<file path="src/design/vwc_pkg.sv">
// package for the video ram write-cycle controller
// assumes a single 25 MHz clock and an asynchronous multiport dram on the far side
`default_nettype none
package vwc_pkg;
    timeunit 1ns;
    timeprecision 1ns;
    localparam int unsigned CLK_MHZ       = 25;
    localparam int unsigned PWRUP_US      = 100;   // least pause after power-up
    localparam int unsigned PWRUP_CYC     = PWRUP_US * CLK_MHZ;
    localparam int unsigned INIT_CYCLES   = 8;     // least initialisation cycles
    localparam int unsigned PH_CYC        = 2;     // clock cycles per serial-clock, data and precharge phase
    localparam logic [7:0]  MASK_ALL      = 8'hff;
    localparam logic [8:0]  ADDR_RST      = 9'h000;

    // cycles the user may order: writes, register loads, register read, clearing refresh
    typedef enum logic [2:0] {
        VWC_MASKED_WRITE       = 3'h0,
        VWC_MASKED_BLOCK_WRITE = 3'h1,
        VWC_PLAIN_WRITE        = 3'h2,
        VWC_PLAIN_BLOCK_WRITE  = 3'h3,
        VWC_LOAD_WRITE_MASK    = 3'h4,
        VWC_LOAD_COLOUR        = 3'h5,
        VWC_READ_REG           = 3'h6,
        VWC_REFRESH_CLEAR      = 3'h7
    } vwc_cmd_t;

    // one order from the user side
    typedef struct packed {
        vwc_cmd_t   cmd;
        logic [8:0] row;
        logic [8:0] col;
        logic [7:0] mask;      // per-bit write mask, high lets the bit through
        logic [7:0] data;      // write data, column mask or register value
        logic       new_mask;  // drive mask at row fall, else device uses stored mask
    } vwc_req_t;

    // levels sampled by the device at the two strobe falls
    typedef struct packed {
        logic flag_row;
        logic flag_col;
        logic we_row_n;
    } vwc_code_t;

    typedef enum logic [2:0] {
        VWC_S_INIT  = 3'b000,
        VWC_S_IDLE  = 3'b001,
        VWC_S_ROW   = 3'b011,
        VWC_S_COL   = 3'b010,
        VWC_S_DATA  = 3'b110,
        VWC_S_PRE   = 3'b111,
        VWC_S_SCLK  = 3'b101
    } vwc_state_t;
endpackage
`default_nettype wire

</file>
<file path="src/design/vwc_ctrl.sv">
// controller that drives write-type ram cycles of a multiport video dram
// assumes all pins are sampled/driven on sys_clk; the dram has no clock on its ram port
// Operation
// - flag low at both falls, we low at row fall: masked write
// - flag low at row, high at column, we low: masked block write
// - flag low at both falls, we high: plain write, row-fall data ignored
// - flag low at row, high at column, we high: plain block write
// - after power-up wait 100 us then run eight or more cycles
// - use refresh-with-register-clear for the initialisation cycles
// - give one serial clock after power-up so the output flag is valid
// - hold the reserved function flag low always
// - never choose a split start address on a boundary
// - turn device outputs off by column strobe or oe before driving data
// - release data drivers before device output buffers turn on
`default_nettype none
module vwc_ctrl #(
    parameter int unsigned PWRUP_CYCLES = vwc_pkg::PWRUP_CYC
) (
    // clock and reset
    input  wire logic              sys_clk,
    input  wire logic              nrst,
    // user order port
    input  wire logic              req_valid,
    output logic                   req_ready,
    input  wire vwc_pkg::vwc_req_t req,
    output logic                   done,
    output logic [7:0]             rd_data,
    output logic                   init_done,
    // dram pins: ram port, plus serial clock and serial port enable
    output logic                   row_strobe_n,
    output logic                   col_strobe_n,
    output logic                   write_enable_n,
    output logic                   transfer_output_enable_n,
    output logic                   function_flag_in,
    output logic                   reserved_function_flag,
    output logic                   serial_clock,
    output logic                   serial_port_enable_n,
    output logic [8:0]             addr,
    input  wire logic [7:0]        dq_in,
    output logic [7:0]             dq_out,
    output logic                   dq_oe
);
    timeunit 1ns;
    timeprecision 1ns;
    import vwc_pkg::*;

    vwc_state_t  st_q, st_d;
    logic [11:0] cnt_q, cnt_d;       // power-up and phase counter
    logic [3:0]  ninit_q, ninit_d;   // initialisation cycles issued
    vwc_req_t    r_q, r_d;
    vwc_code_t   code;
    logic        ras_q, ras_d, cas_q, cas_d, we_q, we_d, oe_q, oe_d, fl_q, fl_d;
    logic        sc_q, sc_d, doe_q, doe_d, done_q, done_d;
    logic [8:0]  a_q, a_d;
    logic [7:0]  do_q, do_d, rd_q, rd_d;

    vwc_code_rom u_rom (
        .sys_clk (sys_clk),
        .nrst    (nrst),
        .cmd     (r_q.cmd),
        .code    (code)
    );

    function automatic logic phase_end(input logic [11:0] c);
        return c == 12'(PH_CYC - 1);
    endfunction

    // cycle sequencer: init pause, then row, column, data, precharge
    always_comb begin
        st_d = st_q; cnt_d = cnt_q + 12'h001; ninit_d = ninit_q; r_d = r_q;
        ras_d = ras_q; cas_d = cas_q; we_d = we_q; oe_d = oe_q; fl_d = fl_q;
        sc_d = sc_q; doe_d = doe_q; a_d = a_q; do_d = do_q; rd_d = rd_q;
        done_d = 1'b0;
        case (st_q)
            VWC_S_INIT: begin
                // counter is sized for the default; shorter values still fit
                if (cnt_q >= 12'(PWRUP_CYCLES - 1)) begin
                    st_d = VWC_S_SCLK; cnt_d = '0; sc_d = 1'b1;
                end
            end
            VWC_S_SCLK: begin
                sc_d = 1'b0;
                if (phase_end(cnt_q)) begin
                    // refresh with register clear: column before row, we high, flag low
                    r_d.cmd = VWC_REFRESH_CLEAR;
                    cas_d = 1'b0; we_d = 1'b1; fl_d = 1'b0;
                    st_d = VWC_S_ROW; cnt_d = '0;
                end
            end
            VWC_S_IDLE: begin
                if (req_valid) begin
                    r_d = req; st_d = VWC_S_ROW; cnt_d = '0;
                    // row phase setup; rom code is valid two cycles later, one after r_q loads
                    // output enable high at row fall, or the device decodes a transfer
                    a_d = req.row; oe_d = 1'b1;
                    if (req.cmd == VWC_REFRESH_CLEAR) begin
                        // column falls first so the device sees a clearing refresh
                        cas_d = 1'b0; fl_d = 1'b0;
                    end
                    // we level at row fall: low selects a masked write, high a plain one
                    we_d = !(req.cmd inside {VWC_MASKED_WRITE, VWC_MASKED_BLOCK_WRITE});
                    // new mask goes out at row fall, persistent leaves pins off
                    doe_d = req.new_mask && !we_d;
                    do_d = req.mask;
                end
            end
            VWC_S_ROW: begin
                if (r_q.cmd != VWC_REFRESH_CLEAR) begin
                    fl_d = code.flag_row;
                end
                if (cnt_q == 12'h001) begin
                    ras_d = 1'b0;  // row fall: flag, we and mask sampled
                end
                if (cnt_q == 12'h002) begin
                    cnt_d = '0;
                    if (r_q.cmd == VWC_REFRESH_CLEAR) begin
                        st_d = VWC_S_PRE;
                    end else begin
                        st_d = VWC_S_COL;
                        a_d = r_q.col; fl_d = code.flag_col;
                        doe_d = 1'b0;   // mask released before data phase
                        we_d = code.we_row_n;
                    end
                end
            end
            VWC_S_COL: begin
                if (cnt_q == 12'h000) begin
                    if (r_q.cmd != VWC_READ_REG) begin
                        // outputs held off by oe high before driving data
                        we_d = 1'b0; doe_d = 1'b1; do_d = r_q.data;
                    end
                end
                if (cnt_q == 12'h001) begin
                    cas_d = 1'b0;
                end
                if (cnt_q == 12'h002) begin
                    st_d = VWC_S_DATA; cnt_d = '0; oe_d = 1'b0 || (r_q.cmd != VWC_READ_REG);
                end
            end
            VWC_S_DATA: begin
                if (phase_end(cnt_q)) begin
                    if (r_q.cmd == VWC_READ_REG) begin
                        rd_d = dq_in;
                    end
                    st_d = VWC_S_PRE; cnt_d = '0;
                    doe_d = 1'b0; oe_d = 1'b1; we_d = 1'b1;
                end
            end
            VWC_S_PRE: begin
                ras_d = 1'b1; cas_d = 1'b1; fl_d = 1'b0;  // cycle type released
                if (phase_end(cnt_q)) begin
                    cnt_d = '0;
                    if (ninit_q < 4'(INIT_CYCLES)) begin
                        ninit_d = ninit_q + 4'h1;
                        if (ninit_q + 4'h1 < 4'(INIT_CYCLES)) begin
                            st_d = VWC_S_SCLK;  // another clearing refresh
                        end else begin
                            st_d = VWC_S_IDLE;
                        end
                    end else begin
                        st_d = VWC_S_IDLE; done_d = 1'b1;
                    end
                end
            end
            default: begin
                st_d = VWC_S_INIT; cnt_d = '0;
            end
        endcase
    end

    always_ff @(posedge sys_clk or negedge nrst) begin
        if (!nrst) begin
            st_q <= VWC_S_INIT; cnt_q <= '0; ninit_q <= '0; r_q <= '0;
            ras_q <= 1'b1; cas_q <= 1'b1; we_q <= 1'b1; oe_q <= 1'b1; fl_q <= 1'b0;
            sc_q <= 1'b0; doe_q <= 1'b0; a_q <= ADDR_RST; do_q <= MASK_ALL;
            rd_q <= '0; done_q <= 1'b0;
        end else begin
            st_q <= st_d; cnt_q <= cnt_d; ninit_q <= ninit_d; r_q <= r_d;
            ras_q <= ras_d; cas_q <= cas_d; we_q <= we_d; oe_q <= oe_d; fl_q <= fl_d;
            sc_q <= sc_d; doe_q <= doe_d; a_q <= a_d; do_q <= do_d;
            rd_q <= rd_d; done_q <= done_d;
        end
    end

    // pins straight from flops, except the reserved flag and serial port enable, which are tied off
    assign row_strobe_n             = ras_q;
    assign col_strobe_n             = cas_q;
    assign write_enable_n           = we_q;
    assign transfer_output_enable_n = oe_q;
    assign function_flag_in         = fl_q;
    assign reserved_function_flag   = 1'b0;
    assign serial_clock             = sc_q;
    assign serial_port_enable_n     = 1'b1;  // serial port unused here
    assign addr                     = a_q;   // no split transfers issued
    assign dq_out                   = do_q;
    assign dq_oe                    = doe_q;
    assign req_ready                = (st_q == VWC_S_IDLE);
    assign done                     = done_q;
    assign rd_data                  = rd_q;
    assign init_done                = (ninit_q == 4'(INIT_CYCLES));
    // read-modify-write not issued; is the device's side
endmodule
`default_nettype wire

</file>
<file path="src/design/vwc_code_rom.sv">
// strobe-level lookup for each cycle type
// registered output, as the memory style asks; latency one clock
`default_nettype none
module vwc_code_rom (
    // clock and reset
    input  wire logic              sys_clk,
    input  wire logic              nrst,
    // lookup
    input  wire vwc_pkg::vwc_cmd_t cmd,
    output var  vwc_pkg::vwc_code_t code
);
    timeunit 1ns;
    timeprecision 1ns;
    import vwc_pkg::*;
    vwc_code_t code_d;

    // flag at row fall, flag at column fall, write enable at row fall
    always_comb begin
        case (cmd)
            VWC_MASKED_WRITE:       code_d = '{1'b0, 1'b0, 1'b0};
            VWC_MASKED_BLOCK_WRITE: code_d = '{1'b0, 1'b1, 1'b0};
            VWC_PLAIN_WRITE:        code_d = '{1'b0, 1'b0, 1'b1};
            VWC_PLAIN_BLOCK_WRITE:  code_d = '{1'b0, 1'b1, 1'b1};
            VWC_LOAD_WRITE_MASK:    code_d = '{1'b1, 1'b0, 1'b1};
            VWC_LOAD_COLOUR:        code_d = '{1'b1, 1'b1, 1'b1};
            VWC_READ_REG:           code_d = '{1'b1, 1'b0, 1'b1};
            default:                code_d = '{1'b0, 1'b0, 1'b1};
        endcase
    end

    always_ff @(posedge sys_clk or negedge nrst) begin
        if (!nrst) begin
            code <= '0;
        end else begin
            code <= code_d;
        end
    end
endmodule
`default_nettype wire

</file>
<file path="config.mk">
export PLATFORM = sky130hd
export DESIGN_NAME = vwc_ctrl
export DESIGN_NICKNAME = d
export VERILOG_FILES = /design/src/design/vwc_pkg.sv /design/src/design/vwc_ctrl.sv /design/src/design/vwc_code_rom.sv
export SDC_FILE = /design/constraint.sdc
export NUM_CORES = 1
export LEC_CHECK = 0
export BUFFER_PORTS_ARGS = -buffer_cell sky130_fd_sc_hd__buf_2
export CAP_MARGIN = 10
export CORE_MARGIN = 2
export CORE_UTILIZATION = 40
export CTS_CLUSTER_SIZE = 12
export DETAILED_ROUTE_END_ITERATION = 10
export GPL_ROUTABILITY_DRIVEN = 0
export SLEW_MARGIN = 30
export SYNTH_ARGS = -nofsm -noshare
export SYNTH_HDL_FRONTEND = slang
export SYNTH_SLANG_ARGS = --single-unit
</file>
<file path="constraint.sdc">
create_clock -name sys_clk -period 3.2 [get_ports sys_clk]
set_clock_uncertainty 0.05 [all_clocks]
set_input_delay 0.32 -clock sys_clk [delete_from_list [all_inputs] [get_ports sys_clk]]
set_output_delay 0.32 -clock sys_clk [all_outputs]
set_load 0.01 [all_outputs]
</file>
======== After elaboration in Yosys (flattened, before gate mapping) ========
Cells that the tools add are included.
storage, ports and cells
  register bits after elaboration ......... 93
  latch bits .............................. 0
  memory bits (writable) .................. 0
  ROM bits ................................ 0
  input port bits ......................... 49
  output and inout port bits .............. 37
  memories ................................ 0
operators by class
  $add $sub $neg .......................... 2
  multipliers ............................. 0
  divide/modulo/power cells ............... 0
  magnitude comparators ................... 3
  equal/unequal tests ..................... 33
  shift-type cells ........................ 0
  muxes and demuxes ....................... 57
  bitwise operators ....................... 0
  reductions and logical operators ........ 36
operator list
  cell                   number
  $mux 12                4
  $pmux 12 s4            1
  $mux 38                1
  $mux 3                 10
  $mux 9                 3
  $eq 3x3->1 const B     8
  $mux 8                 3
  $mux 1                 23
  $ne 2x2->1 const B     11
  $pmux 3 s7             1
  $reduce_and 7->1       3
  $reduce_and 4->1       5
  $pmux 9 s2             1
  $pmux 8 s2             1
  $pmux 3 s5             1
  $add 12x1->12 const B  1
  $eq 12x1->1 const B    1
  $eq 12x2->1 const B    1
  $ge 12x12->1 const B   1
  $logic_not 12->1       1
  $pmux 1 s4             3
  $reduce_bool 2->1      6
  $reduce_bool 4->1      3
  $eq 3x1->1 const B     3
  other kinds (17)       35

======== Depth between registers and ports, before layout ========
  depth in word-level cells ............... 6
  mapped depth ............................ 8
  mapped depth without buffers ............ 6

======== Cells and area by module ========
A second synthesis with hierarchy kept.
unflattened totals
  cell total of the unflattened synthesis .. 334
  area total of the unflattened synthesis .. 3753.6 µm²
modules (own cells, without submodules)
  module        instances  cells an instance  area each (µm²)  sequential area each (µm²)
  vwc_ctrl      1          328                3657.3           1816.7
  vwc_code_rom  1          6                  96.3             75.1

======== Least setup slack after synthesis ========
Ideal clock, no wire load.
  path type ............................... register -> register
  start point ............................. reg cnt_q[4]
  end point ............................... reg rd_q[0], in the netlist rd_data[0]
  setup time .............................. 125 ps
  arrival ................................. 1822 ps
  required time ........................... 3025 ps
  slack ................................... 1203 ps
  cell stages (with the launch flop) ...... 6
  path through ............................ dfrtp_1 -> nor4_4 -> and4_2 -> clkbuf_1 -> nand4_2 -> mux2_2
between the ends
  word-level cells in the longest chain between the ends .. 2
RTL lines
  element                     line             text
  from (decl)                 vwc_ctrl.sv:48   logic [11:0] cnt_q, cnt_d;
  from (signal assigned)      vwc_ctrl.sv:178  st_q <= st_d; cnt_q <= cnt_d; ninit_q <= ninit_d; r_q <= r_d;
  $eq 12x1->1                 vwc_ctrl.sv:65   return c == 12'(PH_CYC - 1);
  $reduce_and 3->1 (no line)  -
  to (signal assigned)        vwc_ctrl.sv:181  rd_q <= rd_d; done_q <= done_d;
  to (decl)                   vwc_ctrl.sv:55   logic [7:0] do_q, do_d, rd_q, rd_d;
No other way between the ends.
A chain may end at the register's enable or synchronous reset.

======== Worst setup path in the final report ========
  start point ............................. reg st_q[2]
  end point ............................... reg do_q[7], in the netlist dq_out[7]
between the ends
  word-level cells in the longest chain between the ends .. 3
  elaborated cells between the ends (all ways) .. 8
  those cells by class .................... eq/ne (5); mux (1); reduce/logical (2)
RTL lines
  element                                                    line             text
  from (decl)                                                vwc_ctrl.sv:47   vwc_state_t st_q, st_d;
  from (signal assigned)                                     vwc_ctrl.sv:178
  $eq 3x2->1 or $eq 3x1->1 (tied branches)                   vwc_ctrl.sv:74   case (st_q)
  $ne 2x2->1 (no line) or $reduce_bool 2->1 (tied branches)  -
  $reduce_and 4->1 (no line)                                 -
  to (signal assigned)                                       vwc_ctrl.sv:175  sc_q <= 1'b0; doe_q <= 1'b0; a_q <= ADDR_RST; do_q <= MASK_ALL;
  to (signal assigned)                                       vwc_ctrl.sv:180  sc_q <= sc_d; doe_q <= doe_d; a_q <= a_d; do_q <= do_d;
  to (decl)                                                  vwc_ctrl.sv:55
Several ways; a longest one is shown, not always the timed one.

==> flow_summary.toml <==
[outcome]
status = "finished, final reports clean"

[power_and_ir_drop]
p_leak_uw = 0.00199
p_int_uw = 2500
ir_drop_v = 0.000463
pwr-share-clk_pct = 17.9
p_sw_share_pct = 38.2
p_per_area_nw_per_um2 = 921
seq_power_share_pct = 41.8
power_frac_comb_pct = 40.2
p_switching_uw = 1540

[grt]
grt_max_degree = 76
gr-total-overflow = 0
grt_pass1_wl_um = 13300
grt_pass1_vias = 2693
antenna_found_initial = 0
grt_usage_pct = 17.0

[logic_synthesis]
yosys.area.top_type = "dfrtp_1"
synthArstFlopShare_pct = 100
synthCells = 334
ys_top_cells_by_area = "dfrtp_1 43%, dfstp_2 8.6%, mux2_2 8.3%"
ys_seq_area_share_pct = 51.4
syn_area_per_cell_um2 = 11.0
yosysMostFrequentCell = "dfrtp_1"
yosysWarnings = 0
syn_area_um2 = 3680
synth_top_area_share_pct = 42.8
ys_ff_latch = 75
ys_types = 55
synthTopCellsByCount = "63 x dfrtp_1, 41 x nor2_1, 27 x mux2_2"
syn-num-nets = 390
synth_flop_cell = "dfrtp_1"
synth_edf_count = 0

[timing]
max_slew_margin_pct = 46.2
fin_crit_ns = 2.34
hold_violations = 0
report.final.slew_viol_count = 0
hold_slack_ns = 0.135
tightest_slew_ns = 0.804
setup_violations = 0
rsz0062_at_grt = "no"
post-route-period-util_pct = 73.2
fin_tns_setup_ns = 0
fmaxAchievable_ghz = 0.427

[die]
die-area_um2 = 9980
start_util_pct = 41.8
dieWidth_um = 99.9
core_area_um2 = 8810
die_h_um = 99.9
fp-row-count = 34
top_level_ports = 86

[detailed_routing]
ant_nets = 0
wl_um = 8020
dr.pass1.iters = 4
drt-vias-per-instance = 5.30
routed-via-count = 2804
drt_iter0_drc = 258
wl_per_cell_um = 15.2
drc = 0

[setup_path]
start_kind = "flip-flop"
slowest_delay_ns = 0.63
r2r_start = "st_q[2]"
critPathKind = "reg2reg"
crit_family = "simple AND/OR/NAND/NOR gates"
slowest_stage = "nor2_1"
crit_required_ns = 3.41
arrival_ns = 2.56
reg2reg_slack_ns = 0.86
path_cells = "nand2b_1 -> nor2_1 -> nand3_1 -> o22ai_1 -> a2bb2oi_1"
endpoint_kind = "flip-flop"
cp_max_fo = 16
path_buf_inv = 0
reg2reg_to = "dq_out[7]"
worst-r2r-cell-count = 5

[cts]
cts_hold_buffers = 0
clock_latency_ns = 0.36
post_cts_buffers = 0
path_clk_slew_ns = 0.09
root_buffer = "clkbuf_8"
cts_tree = "yes"
clockBufferDepth = 2
htreeDepth = 3
ctsResizeCount = 0
cts_buffers = 9
clkSinkCount = 75

[hold_path]
worstHoldStart = "req[24]"
hold_path_depth = 2
holdPathEnd = "r_q[24]"
holdCritPathClass = "in2reg"

[layout]
fin_nets = 472
fin_area_um2 = 4390
area_growth_pct = 19.2
utilization_pct = 49.8
stdcell_count = 529
antenna_cells = 0
drive_gt1_share_pct = 37.3

[placement]
dp_cells = 512
hpwl_um = 5670
dpl_cell_area_um2 = 4180
port-buffer-count = 83

[run]
cap_violations = 0
[through the flow]
stage | setup slack (ns) | total power (uW)
final | 0.859 | 4040
after global routing | 0.618 | 4370
after CTS | 0.855 | 4080
after detailed placement | 0.880 | 3350
after global placement | 0.948 | 3310
after floorplan | 1.20 | 2840
[final cells by class]
cell class / count / area, um2
fill: 847 / 4420
multi-input combinational: 232 / 1660
inverter: 9 / 33.8
tap: 108 / 135
clock inverter: 6 / 67.6
clock buffer: 10 / 128
sequential: 75 / 1890
timing repair buffer: 89 / 469
[routing by layer]
layer / vias to the layer above / share of wire (%) / track usage, % / wire length [um]
li1: 1364 / - / - / -
met2: 73 / 46 / 24.9 / 3670
met3: 9 / 5.7 / 4.67 / 456
met1: 1358 / 47 / 23.9 / 3780
met5: - / 0 / 0 / 0
met4: 0 / 1.5 / 6.53 / 124
[layout by cell type, fill, tap and decap left out, types with 3 or more instances in the layout]
cell / instances
a21oi_1: 17
a2bb2oi_1: 8
a31oi_1: 4
and3_1: 4
buf_2: 82
buf_4: 5
clkbuf_8: 9
dfrtp_1: 63
dfstp_2: 12
ha_1: 7
inv_1: 9
mux2_2: 27
mux2i_1: 11
nand2_1: 16
nand3_1: 13
nand4_1: 4
nor2_1: 41
nor2b_1: 3
nor3_1: 5
o21ai_0: 12
o221ai_1: 3
o22a_1: 3
o22ai_1: 9
xnor2_1: 5
xor2_1: 7
[cell families (layout without fill, tap and decap cells)]
family                     after synthesis  in the layout  share of synthesized area, %
AOI/OAI and AO/OA                       72             72                          13.9
xor gates and xnor gates                12             12                          2.86
adders and majority gates                7              7                          2.38
buffers and inverters                   27            114                          3.60
DFF                                     75             75                          51.4
muxes                                   38             38                          11.3
other                                    2              2                         0.204
and+or+nand+nor                        101            101                          14.4
[how the worst max path moves through the flow]
stage | start | end | slack, ns | cells past startpoint
2_1_floorplan | cnt_q[4] | rd_data[0] | 1.20 | 5
3_3_place_gp | st_q[2] | dq_out[6] | 0.95 | 5
3_5_place_dp | cnt_q[4] | cnt_q[7] | 0.88 | 5
4_1_cts | cnt_q[7] | cnt_q[7] | 0.85 | 5
5_1_grt | st_q[2] | dq_out[6] | 0.62 | 5
6_report | st_q[2] | dq_out[7] | 0.86 | 5
[flip-flops by register name, indices dropped and copies added, names as in the netlist]
signal	flops
u_rom.code	3
dq_out	8
dq_oe	1
col_strobe_n	1
cnt_q	12
write_enable_n	1
row_strobe_n	1
serial_clock	1
transfer_output_enable_n	1
st_q	3
ninit_q	4
rd_data	8
addr	9
r_q	20
function_flag_in	1
done	1
[power by group through the flow]
| stage | logic (uW) | clock network [uW] | registers (uW) |
|---|---|---|---|
| after floorplan | 1140 | 0 | 1700 |
| after global placement | 1610 | 0 | 1700 |
| after detailed placement | 1640 | 0 | 1700 |
| after CTS | 1640 | 750 | 1690 |
| after global routing | 1820 | 792 | 1750 |
| final | 1620 | 724 | 1690 |
No activity file was read; power rests on OpenSTA's default activity.
